## src/core/pmc_pkg.sv

```systemverilog
// Constants shared by the power-mode and system-clock controller.
// Assumes AHB-Lite register access with 32-bit words, one register per word.
package pmc_pkg;

    // ------------------------------------------------------------------
    // Register indices and byte addresses (address = index * 4)
    // ------------------------------------------------------------------
    localparam logic [7:0]  POWER_CONTROL_IDX    = 8'h87;
    localparam logic [7:0]  CLOCK_CONTROL_IDX    = 8'hd8;
    localparam logic [7:0]  AUX_CONTROL2_IDX     = 8'hf7;
    localparam logic [9:0]  POWER_CONTROL_ADDR   = {POWER_CONTROL_IDX, 2'b00};
    localparam logic [9:0]  CLOCK_CONTROL_ADDR   = {CLOCK_CONTROL_IDX, 2'b00};
    localparam logic [9:0]  AUX_CONTROL2_ADDR    = {AUX_CONTROL2_IDX, 2'b00};

    // ------------------------------------------------------------------
    // Power control register fields
    // ------------------------------------------------------------------
    localparam int          PWR_IDLE_BIT         = 0;
    localparam int          PWR_PDOWN_BIT        = 1;
    localparam logic [7:0]  PWR_RESET            = 8'h00;
    localparam logic [7:0]  PWR_STORE_MASK       = 8'h8c;

    // ------------------------------------------------------------------
    // Clock control register fields
    // ------------------------------------------------------------------
    localparam int          CLK_DIV_LSB          = 0;
    localparam int          CLK_SRC_SEL_BIT      = 2;
    localparam int          CLK_FAST_HALT_BIT    = 3;
    localparam int          CLK_PERIPH_GATE_BIT  = 4;
    localparam int          CLK_SLOW_STOP_BIT    = 5;
    localparam int          CLK_FAST_TYPE_BIT    = 6;
    localparam int          CLK_SLOW_TYPE_BIT    = 7;
    localparam logic [7:0]  CLK_RESET            = 8'h23;

    // ------------------------------------------------------------------
    // Auxiliary control register 2 fields
    // ------------------------------------------------------------------
    localparam int          AUX_BANDGAP_BIT      = 4;
    localparam logic [7:0]  AUX_RESET            = 8'h06;
    localparam logic [7:0]  AUX_STORE_MASK       = 8'hf7;

    // ------------------------------------------------------------------
    // Prescaler codes, bandgap channel, timing
    // ------------------------------------------------------------------
    localparam logic [1:0]  DIV_BY_16            = 2'b00;
    localparam logic [1:0]  DIV_BY_4             = 2'b01;
    localparam logic [1:0]  DIV_BY_2             = 2'b10;
    localparam logic [1:0]  DIV_BY_1             = 2'b11;
    localparam logic [3:0]  BANDGAP_CHANNEL      = 4'b1011;
    localparam int          DIV_SETTLE_CYCLES    = 16;

    typedef enum logic [1:0] {
        MODE_RUN,
        MODE_IDLE,
        MODE_HALT,
        MODE_STOP
    } pmc_mode_type;

endpackage

```

## src/core/pmc_power_clock_ctrl.sv

```systemverilog
// Power-mode and system-clock controller with an AHB-Lite register slave.
// Assumes oscillator ticks arrive as one-cycle enables on i_clock and that
// wake-up requests come from the interrupt controller on the same clock.
//
// Function
// - Fast mode runs CPU from fast clock, slow mode from slow clock.
// - Writing idle request stops the CPU while peripherals keep running.
// - Idle allowed with either fast or slow clock selected.
// - Peripheral gate in idle stops timers 0-2, UARTs, ADC; timer3 and pins live.
// - Idle ends on reset or any enabled interrupt wake-up.
// - Power-down request with slow clock stop select set enters stop.
// - Stop halts all clocks except an enabled watchdog clock.
// - Stop ends only on reset or pin wake-up.
// - Power-down request with slow clock stop select clear enters halt.
// - Halt stops all clocks except enabled timer3 and watchdog.
// - Halt ends on reset, pin wake-up or timer3 interrupt.
// - Halt or stop refused while an enabled external interrupt pin is low.
// - Source select: 0 slow, 1 fast; writable only while fast clock runs.
// - Prescaler codes 00,01,10,11 divide by 16,4,2,1.
// - New prescaler setting takes effect within 16 clock cycles.
// - Bandgap reaches pin P3.2 when enabled and ADC channel is 1011b.
`timescale 1ns/1ps
module pmc_power_clock_ctrl #(
    parameter int N_EXT_IRQ = 3
) (
    input  wire logic        i_clock,
    input  wire logic        i_nrst,
    input  wire logic        i_hsel,
    input  wire logic [31:0] i_haddr,
    input  wire logic [1:0]  i_htrans,
    input  wire logic        i_hwrite,
    input  wire logic [2:0]  i_hsize,
    input  wire logic [31:0] i_hwdata,
    input  wire logic        i_hready,
    output logic             o_hreadyout,
    output logic             o_hresp,
    output logic [31:0]      o_hrdata,
    input  wire logic        i_fast_tick,
    input  wire logic        i_slow_tick,
    input  wire logic        i_wdt_tick,
    input  wire logic        i_wdt_enable,
    input  wire logic        i_timer3_enable,
    input  wire logic        i_timer3_irq,
    input  wire logic        i_irq_wake,
    input  wire logic        i_pin_wake,
    input  wire logic [N_EXT_IRQ-1:0] i_ext_irq_pin,
    input  wire logic [N_EXT_IRQ-1:0] i_ext_irq_enable,
    input  wire logic [3:0]  i_adc_channel_select,
    output logic             o_cpu_clk_en,
    output logic             o_periph_clk_en,
    output logic             o_timer3_clk_en,
    output logic             o_wdt_clk_en,
    output logic             o_fast_osc_run,
    output logic             o_slow_osc_run,
    output logic             o_fast_mode,
    output logic [1:0]       o_power_mode,
    output logic             o_entry_refused,
    output logic             o_bandgap_to_pin
);

    // ------------------------------------------------------------------
    // Elaboration checks
    // ------------------------------------------------------------------
    if (N_EXT_IRQ < 1 || N_EXT_IRQ > 8) begin : g_bad_irq_count
        $error("N_EXT_IRQ must be 1 to 8");
    end

    // ------------------------------------------------------------------
    // Functions
    // ------------------------------------------------------------------
    function automatic logic div_hit(input logic [1:0] code, input logic [3:0] cnt);
        logic hit;
        hit = 1'b0;
        case (code)
            pmc_pkg::DIV_BY_16: hit = (cnt == 4'hf);
            pmc_pkg::DIV_BY_4:  hit = (cnt[1:0] == 2'h3);
            pmc_pkg::DIV_BY_2:  hit = cnt[0];
            pmc_pkg::DIV_BY_1:  hit = 1'b1;
            default:            hit = 1'b1;
        endcase
        return hit;
    endfunction

    // ------------------------------------------------------------------
    // Declarations
    // ------------------------------------------------------------------
    logic [7:0]              pwr_ff;
    logic [7:0]              clk_ff;
    logic [7:0]              aux_ff;
    logic [7:0]              nxt_clk;
    logic [1:0]              div_active_ff;
    logic [3:0]              div_cnt_ff;
    pmc_pkg::pmc_mode_type   mode_ff;
    pmc_pkg::pmc_mode_type   nxt_mode;
    logic                    wr_pending_ff;
    logic [9:0]              wr_addr_ff;
    logic [31:0]             hrdata_ff;
    logic                    refused_ff;
    logic [N_EXT_IRQ-1:0]    pin_s1_ff;
    logic [N_EXT_IRQ-1:0]    pin_s2_ff;
    logic [N_EXT_IRQ-1:0]    pin_s3_ff;
    logic [N_EXT_IRQ-1:0]    pin_level_ff;
    logic                    addr_phase;
    logic                    wr_pwr;
    logic                    wr_clk;
    logic                    wr_aux;
    logic [7:0]              wdata8;
    logic                    fast_sel;
    logic                    fast_halted;
    logic                    src_tick;
    logic                    sys_tick;
    logic                    entry_block;
    logic                    req_idle;
    logic                    req_pdown;
    logic                    wake;
    logic                    run_or_idle;

    // ------------------------------------------------------------------
    // AHB-Lite slave
    // ------------------------------------------------------------------
    assign addr_phase  = i_hsel && i_hready && i_htrans[1];
    assign o_hreadyout = 1'b1;
    assign o_hresp     = 1'b0;
    assign o_hrdata    = hrdata_ff;
    assign wdata8      = i_hwdata[7:0];
    assign wr_pwr      = wr_pending_ff && (wr_addr_ff == pmc_pkg::POWER_CONTROL_ADDR);
    assign wr_clk      = wr_pending_ff && (wr_addr_ff == pmc_pkg::CLOCK_CONTROL_ADDR);
    assign wr_aux      = wr_pending_ff && (wr_addr_ff == pmc_pkg::AUX_CONTROL2_ADDR);

    always_ff @(posedge i_clock or negedge i_nrst) begin
        if (!i_nrst) begin
            wr_pending_ff <= 1'b0;
            wr_addr_ff    <= 10'h000;
        end else begin
            wr_pending_ff <= addr_phase && i_hwrite && (i_haddr[31:10] == 22'h0);
            wr_addr_ff    <= i_haddr[9:0];
        end
    end

    // Read data captured at the address phase; unmapped reads return zero
    always_ff @(posedge i_clock or negedge i_nrst) begin
        if (!i_nrst) begin
            hrdata_ff <= 32'h0000_0000;
        end else if (addr_phase && !i_hwrite) begin
            case (i_haddr)
                32'(pmc_pkg::POWER_CONTROL_ADDR): hrdata_ff <= {24'h000000, pwr_ff};
                32'(pmc_pkg::CLOCK_CONTROL_ADDR): hrdata_ff <= {24'h000000, clk_ff};
                32'(pmc_pkg::AUX_CONTROL2_ADDR):  hrdata_ff <= {24'h000000, aux_ff};
                default:                          hrdata_ff <= 32'h0000_0000;
            endcase
        end
    end

    // ------------------------------------------------------------------
    // Clock control register with guarded fields
    // ------------------------------------------------------------------
    always_comb begin
        nxt_clk = clk_ff;
        if (wr_clk) begin
            nxt_clk[pmc_pkg::CLK_SLOW_STOP_BIT]   = wdata8[pmc_pkg::CLK_SLOW_STOP_BIT];
            nxt_clk[pmc_pkg::CLK_PERIPH_GATE_BIT] = wdata8[pmc_pkg::CLK_PERIPH_GATE_BIT];
            nxt_clk[pmc_pkg::CLK_DIV_LSB +: 2]    = wdata8[pmc_pkg::CLK_DIV_LSB +: 2];
            if (fast_sel) begin
                nxt_clk[pmc_pkg::CLK_SLOW_TYPE_BIT] = wdata8[pmc_pkg::CLK_SLOW_TYPE_BIT];
            end else begin
                nxt_clk[pmc_pkg::CLK_FAST_TYPE_BIT] = wdata8[pmc_pkg::CLK_FAST_TYPE_BIT];
                nxt_clk[pmc_pkg::CLK_FAST_HALT_BIT] = wdata8[pmc_pkg::CLK_FAST_HALT_BIT];
            end
            if (!fast_halted) begin
                nxt_clk[pmc_pkg::CLK_SRC_SEL_BIT] = wdata8[pmc_pkg::CLK_SRC_SEL_BIT];
            end
        end
    end

    always_ff @(posedge i_clock or negedge i_nrst) begin
        if (!i_nrst) begin
            clk_ff <= pmc_pkg::CLK_RESET;
        end else begin
            clk_ff <= nxt_clk;
        end
    end

    assign fast_sel    = clk_ff[pmc_pkg::CLK_SRC_SEL_BIT];
    assign fast_halted = clk_ff[pmc_pkg::CLK_FAST_HALT_BIT];

    // ------------------------------------------------------------------
    // Auxiliary register and bandgap routing
    // ------------------------------------------------------------------
    always_ff @(posedge i_clock or negedge i_nrst) begin
        if (!i_nrst) begin
            aux_ff <= pmc_pkg::AUX_RESET;
        end else if (wr_aux) begin
            aux_ff <= wdata8 & pmc_pkg::AUX_STORE_MASK;
        end
    end

    // Left on in low power unless firmware clears it first
    always_ff @(posedge i_clock or negedge i_nrst) begin
        if (!i_nrst) begin
            o_bandgap_to_pin <= 1'b0;
        end else begin
            o_bandgap_to_pin <= aux_ff[pmc_pkg::AUX_BANDGAP_BIT]
                && (i_adc_channel_select == pmc_pkg::BANDGAP_CHANNEL);
        end
    end

    // ------------------------------------------------------------------
    // External interrupt pin synchronisers
    // ------------------------------------------------------------------
    always_ff @(posedge i_clock or negedge i_nrst) begin
        if (!i_nrst) begin
            pin_s1_ff    <= '1;
            pin_s2_ff    <= '1;
            pin_s3_ff    <= '1;
            pin_level_ff <= '1;
        end else begin
            pin_s1_ff <= i_ext_irq_pin;
            pin_s2_ff <= pin_s1_ff;
            pin_s3_ff <= pin_s2_ff;
            for (int i = 0; i < N_EXT_IRQ; i++) begin
                if (pin_s2_ff[i] == pin_s3_ff[i]) begin
                    pin_level_ff[i] <= pin_s3_ff[i];
                end
            end
        end
    end

    assign entry_block = |(~pin_level_ff & i_ext_irq_enable);

    // ------------------------------------------------------------------
    // Power mode sequencing
    // ------------------------------------------------------------------
    assign req_idle  = wr_pwr && wdata8[pmc_pkg::PWR_IDLE_BIT];
    assign req_pdown = wr_pwr && wdata8[pmc_pkg::PWR_PDOWN_BIT];

    always_comb begin
        wake = 1'b0;
        case (mode_ff)
            pmc_pkg::MODE_IDLE: wake = i_irq_wake || i_pin_wake || i_timer3_irq;
            pmc_pkg::MODE_HALT: wake = i_pin_wake || i_timer3_irq;
            pmc_pkg::MODE_STOP: wake = i_pin_wake;
            default:            wake = 1'b0;
        endcase
    end

    always_comb begin
        nxt_mode = mode_ff;
        case (mode_ff)
            pmc_pkg::MODE_RUN: begin
                if (req_pdown && !entry_block) begin
                    if (clk_ff[pmc_pkg::CLK_SLOW_STOP_BIT]) begin
                        nxt_mode = pmc_pkg::MODE_STOP;
                    end else begin
                        nxt_mode = pmc_pkg::MODE_HALT;
                    end
                end else if (req_idle) begin
                    nxt_mode = pmc_pkg::MODE_IDLE;
                end
            end
            pmc_pkg::MODE_IDLE,
            pmc_pkg::MODE_HALT,
            pmc_pkg::MODE_STOP: begin
                if (wake) begin
                    nxt_mode = pmc_pkg::MODE_RUN;
                end
            end
            default: nxt_mode = pmc_pkg::MODE_RUN;
        endcase
    end

    always_ff @(posedge i_clock or negedge i_nrst) begin
        if (!i_nrst) begin
            mode_ff <= pmc_pkg::MODE_RUN;
        end else begin
            mode_ff <= nxt_mode;
        end
    end

    // Request bits read back while the mode lasts, cleared on return to run
    always_ff @(posedge i_clock or negedge i_nrst) begin
        if (!i_nrst) begin
            pwr_ff <= pmc_pkg::PWR_RESET;
        end else begin
            if (wr_pwr) begin
                pwr_ff <= (wdata8 & pmc_pkg::PWR_STORE_MASK)
                    | {6'h00, nxt_mode == pmc_pkg::MODE_HALT || nxt_mode == pmc_pkg::MODE_STOP,
                       nxt_mode == pmc_pkg::MODE_IDLE};
            end else if (nxt_mode == pmc_pkg::MODE_RUN) begin
                pwr_ff[pmc_pkg::PWR_IDLE_BIT]  <= 1'b0;
                pwr_ff[pmc_pkg::PWR_PDOWN_BIT] <= 1'b0;
            end
        end
    end

    always_ff @(posedge i_clock or negedge i_nrst) begin
        if (!i_nrst) begin
            refused_ff <= 1'b0;
        end else if (wr_pwr) begin
            refused_ff <= req_pdown && entry_block;
        end
    end

    // ------------------------------------------------------------------
    // System clock divider
    // ------------------------------------------------------------------
    assign src_tick = fast_sel ? (i_fast_tick && !fast_halted) : i_slow_tick;
    assign sys_tick = src_tick && div_hit(div_active_ff, div_cnt_ff);

    always_ff @(posedge i_clock or negedge i_nrst) begin
        if (!i_nrst) begin
            div_cnt_ff <= 4'h0;
        end else if (src_tick && (mode_ff != pmc_pkg::MODE_HALT)
                     && (mode_ff != pmc_pkg::MODE_STOP)) begin
            div_cnt_ff <= div_cnt_ff + 4'h1;
        end
    end

    // New divisor adopted at the wrap of the 16-count
    always_ff @(posedge i_clock or negedge i_nrst) begin
        if (!i_nrst) begin
            div_active_ff <= pmc_pkg::CLK_RESET[1:0];
        end else if (src_tick && (div_cnt_ff == 4'hf)) begin
            div_active_ff <= clk_ff[pmc_pkg::CLK_DIV_LSB +: 2];
        end
    end

    // ------------------------------------------------------------------
    // Clock enables per mode
    // ------------------------------------------------------------------
    always_ff @(posedge i_clock or negedge i_nrst) begin
        if (!i_nrst) begin
            o_cpu_clk_en    <= 1'b0;
            o_periph_clk_en <= 1'b0;
            o_timer3_clk_en <= 1'b0;
            o_wdt_clk_en    <= 1'b0;
            o_fast_osc_run  <= 1'b0;
            o_slow_osc_run  <= 1'b0;
        end else begin
            o_wdt_clk_en    <= i_wdt_tick && i_wdt_enable;
            o_cpu_clk_en    <= sys_tick && (mode_ff == pmc_pkg::MODE_RUN);
            o_periph_clk_en <= sys_tick && (mode_ff == pmc_pkg::MODE_RUN
                || (mode_ff == pmc_pkg::MODE_IDLE && !clk_ff[pmc_pkg::CLK_PERIPH_GATE_BIT]));
            o_timer3_clk_en <= run_or_idle ? sys_tick
                : (mode_ff == pmc_pkg::MODE_HALT) && i_slow_tick && i_timer3_enable;
            o_fast_osc_run  <= run_or_idle && !fast_halted;
            o_slow_osc_run  <= run_or_idle
                || ((mode_ff == pmc_pkg::MODE_HALT) && i_timer3_enable);
        end
    end

    assign run_or_idle = (mode_ff == pmc_pkg::MODE_RUN) || (mode_ff == pmc_pkg::MODE_IDLE);

    assign o_fast_mode     = fast_sel;
    assign o_power_mode    = mode_ff;
    assign o_entry_refused = refused_ff;

endmodule

```

## config.mk

```make
export PLATFORM = sky130hd
export DESIGN_NAME = pmc_power_clock_ctrl
export DESIGN_NICKNAME = d
export VERILOG_FILES = /design/src/core/pmc_pkg.sv /design/src/core/pmc_power_clock_ctrl.sv
export SDC_FILE = /design/constraint.sdc
export NUM_CORES = 1
export LEC_CHECK = 0
export ABC_AREA = 1
export BUFFER_PORTS_ARGS = -buffer_cell sky130_fd_sc_hd__buf_4
export CAP_MARGIN = 20
export CELL_PAD_IN_SITES_DETAIL_PLACEMENT = 0
export CELL_PAD_IN_SITES_GLOBAL_PLACEMENT = 1
export CORE_MARGIN = 2
export CORE_UTILIZATION = 31
export CTS_CLUSTER_SIZE = 30
export DETAILED_ROUTE_END_ITERATION = 10
export PLACE_DENSITY = 0.78
export SETUP_SLACK_MARGIN = 0.1
export SLEW_MARGIN = 40
export SYNTH_ARGS = -nofsm -noshare
export SYNTH_HDL_FRONTEND = slang
export SYNTH_SLANG_ARGS = --single-unit
```

## constraint.sdc

```tcl
create_clock -name i_clock -period 1.47 [get_ports i_clock]
set_input_delay 0.294 -clock i_clock [delete_from_list [all_inputs] [get_ports i_clock]]
set_output_delay 0.294 -clock i_clock [all_outputs]
set_load 0.02 [all_outputs]
```

**Word level (Yosys, flattened, before mapping)**

Index checks and enable logic that the tools add are counted.

- Word-level logic and storage cells: 115
- Output and inout port bits: 45
- Register bits: 94
- Input bits: 92

- Bitwise operators: 5
- Equality and inequality tests: 23
- Multiplexer cells: 12
- $add $sub $neg: 1
- Reductions and logical operators: 47

Operator list:

| operator | number |
|---|---|
| $eq A32 B10 Y1 const B | 3 |
| $eq A10 B10 Y1 const B | 3 |
| $logic_and A1 B1 Y1 | 26 |
| $pmux W8 S3 | 1 |
| $logic_not A22 Y1 | 1 |
| $eq A2 B2 Y1 const B | 7 |
| $mux W2 | 5 |
| $eq A4 B4 Y1 const B | 2 |
| $or A8 B2 Y8 | 1 |
| $logic_or A1 B1 Y1 | 7 |
| $eq A2 B1 Y1 const B | 3 |
| $logic_not A2 Y1 | 3 |
| $reduce_and A2 Y1 | 3 |
| $reduce_or A3 Y1 | 2 |
| $add A4 B1 Y4 const B | 1 |
| $logic_not A1 Y1 | 4 |
| $ne A2 B2 Y1 const B | 2 |
| $pmux W1 S4 | 1 |
| $pmux W2 S2 | 1 |
| $and A3 B3 Y3 | 1 |
| $eq A1 B1 Y1 | 3 |
| $mux W1 | 3 |
| $not A3 Y3 | 1 |
| $pmux W1 S3 | 1 |
| 2 further kinds | 3 |

**Logic depth before layout (Yosys ltp)**

- Word-level depth: 11
- Gate-level depth with buffers: 13
- Mapped depth without buffers: 13

**Worst setup path after synthesis**

OpenSTA, ideal clock, no wires.

- Kind: reg-to-reg
- Start: register mode_ff[0], in the netlist o_power_mode[0]
- End: register pwr_ff[0]
- Library setup time: 115 ps
- Data required time: 1355 ps
- Cell stages (with the launch flop): 10
- Arrival time: 1474 ps
- Path buffers: 0
- Slack: -120 ps
- Clock period less this slack: 1590 ps
- Cell sequence: dfrtp_1 inv_1 ha_1 a21boi_0 a21oi_1 nand3_1 nand2_2 nand2_2 nand2_1 nor2_1

- Longest elaborated chain between the ends: 7
- Elaborated cells on any way between the ends: 15
- Those cells by class: eq/ne (4); mux (6); bitwise (1); reduce/logical (4)

Ends and longest elaborated chain:

| element | RTL line | source |
|---|---|---|
| start, declared | pmc_power_clock_ctrl.sv:93 | `pmc_pkg::pmc_mode_type mode_ff;` |
| start signal, assigned | pmc_power_clock_ctrl.sv:273 | `mode_ff <= pmc_pkg::MODE_RUN;` |
| start signal, assigned | pmc_power_clock_ctrl.sv:275 | `mode_ff <= nxt_mode;` |
| $eq A2 B2 Y1 / $eq A2 B1 Y1 (equally long branches) | pmc_power_clock_ctrl.sv:238, pmc_power_clock_ctrl.sv:248 |  |
| $pmux W1 S3 | pmc_power_clock_ctrl.sv:238 | `case (mode_ff)` |
| $mux W2 | pmc_power_clock_ctrl.sv:263 | `if (wake) begin` |
| $pmux W2 S2 (*) | pmc_power_clock_ctrl.sv:248 | `case (mode_ff)` |
| net nxt_mode[1] | pmc_power_clock_ctrl.sv:94 | `pmc_pkg::pmc_mode_type nxt_mode;` |
| $eq A2 B1 Y1 | pmc_power_clock_ctrl.sv:287 | `nxt_mode == pmc_pkg::MODE_IDLE};` |
| $or A8 B2 Y8 | pmc_power_clock_ctrl.sv:286 | `\| {6'h00, nxt_mode == pmc_pkg::MODE_HALT \|\| nxt_mode == pmc_pkg::MODE_STOP,` |
| $mux W2 | pmc_power_clock_ctrl.sv:284 | `if (wr_pwr) begin` |
| end signal, assigned | pmc_power_clock_ctrl.sv:282 | `pwr_ff <= pmc_pkg::PWR_RESET;` |
| end signal, assigned | pmc_power_clock_ctrl.sv:285 | `pwr_ff <= (wdata8 & pmc_pkg::PWR_STORE_MASK)` |
| end, declared | pmc_power_clock_ctrl.sv:87 | `logic [7:0] pwr_ff;` |

Mark *: on every way through the listed nets, which the timed path passes. The rest lies on a longest branch.
A chain may end at the register's enable or synchronous reset.

**Worst setup path after layout**

- Start: register mode_ff[1], in the netlist o_power_mode[1]
- End: register pwr_ff[0]

The elaborated chain is that of the path after synthesis.

==> impl_metrics.py <==
metrics = {
    "run_status": {
        "outcome": "finished clean",
    },
    "logic_synthesis": {
        "synth_warnings": 0,
        "synth_area_leaders": "dfrtp_1 (37%), dfstp_2 (15%), nand2_1 (12%), buf_4 (6.0%), inv_1 (4.3%)",
        "synthDistinctLibCells": 34,
        "ys_seq_elements": 67,
        "netlist_area_sq_mm": 0.00323,
        "synth_cells": 366,
        "seq_area_frac_synth": 0.527,
        "synth_edf_count": 0,
        "ys.flop_type": "dfrtp_1",
        "postSynthAreaPerCell_sq_um": 8.82,
        "synth_top_area_frac": 0.372,
        "synth_largest_area_cell": "dfrtp_1",
        "async_flop_share": 1.00,
    },
    "placed_design": {
        "gp_congestion": 0.824,
        "dpl_cell_area_sq_mm": 0.00400,
        "dp_slack_ns": -0.0712,
        "portBuffers": 82,
        "dp_cells": 590,
        "hpwl_um": 5230,
    },
    "critical_path": {
        "cpMostUsedCell": "nand2_2",
        "crit_end": "pwr_ff[0]",
        "crit_family": "flip-flops",
        "r2r_slack_ns": 0.004,
        "worstSetupPathType": "flip-flop to flip-flop",
        "worstReg2RegEnd": "pwr_ff[0]",
        "worstSetupEndpointType": "flip-flop",
        "crit_path_start": "o_power_mode[1]",
        "crit_cells": 9,
        "setup.worst_path.start_class": "flip-flop",
        "worstPathArrival_ns": 1.70,
        "slowest_delay_ns": 0.45,
        "crit_required_ns": 1.70,
        "cp_max_fo": 4,
        "r2r_cells": 9,
        "r2r-start": "o_power_mode[1]",
        "worst-path-buf-inv": 1,
        "cp_slowest_cell": "dfrtp_2",
        "cp_cell_sequence": "inv_2 -> ha_4 -> a21boi_2 -> a21oi_2 -> nand3_1 -> nand2_2 -> nand2_2 -> nand2_1 -> nor2_1",
    },
    "sta": {
        "setup_violations": 0,
        "fin_skew_ns": 0.0130,
        "rsz0062_at_grt": "yes",
        "fmax_mhz": 682,
        "fin_tns_setup_ns": 0,
        "fin_ws_ns": 0.00354,
        "fin_crit_sh": 0.998,
        "fin_hold_ws_ns": 0.0606,
        "period_needed_ns": 1.47,
        "slew_viol_final": 0,
        "report.final.hold_viol_count": 0,
    },
    "route": {
        "drc": 0,
        "drt_pass1_iterations": 4,
        "postRouteAntennaNets": 0,
        "drt_iter0_drc": 68,
        "vias": 2599,
        "wl_um": 6950,
        "via_per_inst": 4.21,
        "wl_per_cell_um": 11.2,
    },
    "cts": {
        "cts_tree": "yes",
        "cts.clk_slew.worst_paths_ns": 0.07,
        "numCtsBuffers": 9,
        "clock_latency_ns": 0.34,
        "ctsLongestPathBuffers": 2,
        "clock-sinks": 67,
        "cts_htree_levels": 3,
        "clockRootBuffer": "clkbuf_8",
    },
    "finish": {
        "regArea_sq_mm": 0.00170,
        "final_cells": 618,
        "drive_above_1_share": 0.419,
        "utilization": 0.437,
        "multiInputGateArea_sq_mm": 0.00143,
        "finalInstanceArea_sq_mm": 0.00447,
        "area_growth_pct": 38.5,
        "num_antenna_cells": 0,
        "fillers": 1024,
        "final_nets": 574,
    },
    "die": {
        "rows": 37,
        "start_util": 0.315,
        "dieArea_sq_mm": 0.0112,
        "die_w_um": 106,
        "coreArea_sq_mm": 0.0102,
        "boundaryPins": 137,
        "die_h_um": 106,
    },
    "power_and_ir_drop": {
        "p_per_area_mw_per_mm2": 822,
        "fin_total_pwr_mw": 3.67,
        "ir_worst_vdd_mv": 0.305,
        "leakagePower_nw": 2.29,
    },
    "job": {
        "maxCapViolCount": 0,
    },
    "global_route": {
        "track_usage": 0.129,
        "overflow": 0,
        "grt_pass1_vias": 2594,
        "antenna_found_initial": 0,
        "grt_max_degree": 68,
        "grt_pass1_wl_um": 11300,
    },
    "min_path": {
        "hp-class": "input pin to flip-flop",
        "holdPathStages": 1,
    },
}
## synth_stat cells (4+ instances only)
library cell	count
nor3_1	4
inv_1	37
dfstp_2	19
nand2_2	7
inv_2	4
ha_1	5
nor2_2	5
o21ai_0	16
nor2_4	4
mux2_2	4
nand2_1	102
nand4_1	7
o21ai_1	6
nand3_1	20
nor2_1	29
dfrtp_1	48
buf_4	26
## registers in the layout (all words and copies together), names as in the netlist, 3 cells and up
register	cells
aux_ff	7
clk_ff	8
div_cnt_ff	4
o_hrdata	8
pin_level_ff	3
pin_s1_ff	3
pin_s2_ff	3
pin_s3_ff	3
pwr_ff	5
wr_addr_ff	10
## layer usage
| layer | vias to the layer above | part of all wire | GRT usage |
|---|---|---|---|
| li1 | 1326 | - | - |
| met5 | - | 0 | 0 |
| met2 | 81 | 0.48 | 0.216 |
| met1 | 1178 | 0.44 | 0.152 |
| met4 | 0 | 0.023 | 0.0536 |
| met3 | 14 | 0.058 | 0.0448 |
## how the worst min path moves through the flow
stage                     startpoint              end  slack [ns]
finish              i_ext_irq_pin[1]     pin_s1_ff[1]        0.06
global route        i_ext_irq_pin[1]     pin_s1_ff[1]        0.04
CTS                 i_ext_irq_pin[1]     pin_s1_ff[1]        0.04
detailed placement            i_nrst  o_entry_refused        0.33
global placement              i_nrst    wr_addr_ff[1]        0.33
floorplan                     i_nrst        aux_ff[0]      -0.002
## worst register-to-register path, stage by stage, from the launching register on
cell and delay (ns):
dfrtp_2 0.45, inv_2 0.10, ha_4 0.19, a21boi_2 0.15, a21oi_2 0.12, nand3_1 0.10, nand2_2 0.10, nand2_2 0.06
nand2_1 0.06, nor2_1 0.04
## cell families after synthesis
group | share of synthesized area
buf+inv | 0.111
simple gates | 0.264
xor+xnor | 0.00814
fa+ha+maj | 0.0287
compound gates | 0.0446
other cells | 0.00233
mux | 0.0140
flops | 0.527
## timing repair
item,CTS,global route
setup endpoints to repair,15,26
pin swaps,6,15
buffers inserted,4,7
endpoints found under the hold margin,48,0
hold buffers,1,0
gates cloned,0,0
resized for setup,12,43
## area by class of cell
class / instances / share of cell area
clock inverter: 2 / 0.00224
tap: 136 / 0.0381
sequential: 67 / 0.381
inverter: 41 / 0.0350
timing repair buffer: 104 / 0.184
multi-input combinational: 254 / 0.321
clock buffer: 14 / 0.0386
## power breakdown
part	internal [mW]	switching (mW)
Sequential	1.90	0.0216
Combinational	0.160	0.190
Clock	0.747	0.654
Total	2.81	0.865
## placed cells by master, fill, tap and decap left out, types with 2 or more instances in the layout
cell / n
inv_2: 7
dfrtp_1: 45
dfrtp_2: 3
dfstp_2: 19
o21ai_0: 9
o21ai_2: 5
inv_1: 33
ha_4: 3
mux2_2: 4
nor2_1: 26
nand4_1: 7
clkbuf_8: 12
clkinv_2: 2
buf_6: 4
buf_12: 2
nand2_2: 11
nand2_1: 92
nor2_4: 6
nand2_4: 6
buf_4: 97
nand3_1: 17
nand3_2: 4
nor3_1: 4
o21ai_1: 8
nor2_2: 6
a21oi_2: 2
conb_1: 26
maj3_1: 3
xnor2_1: 2
clkbuf_1: 2
No activity file was read; power rests on OpenSTA's default activity.
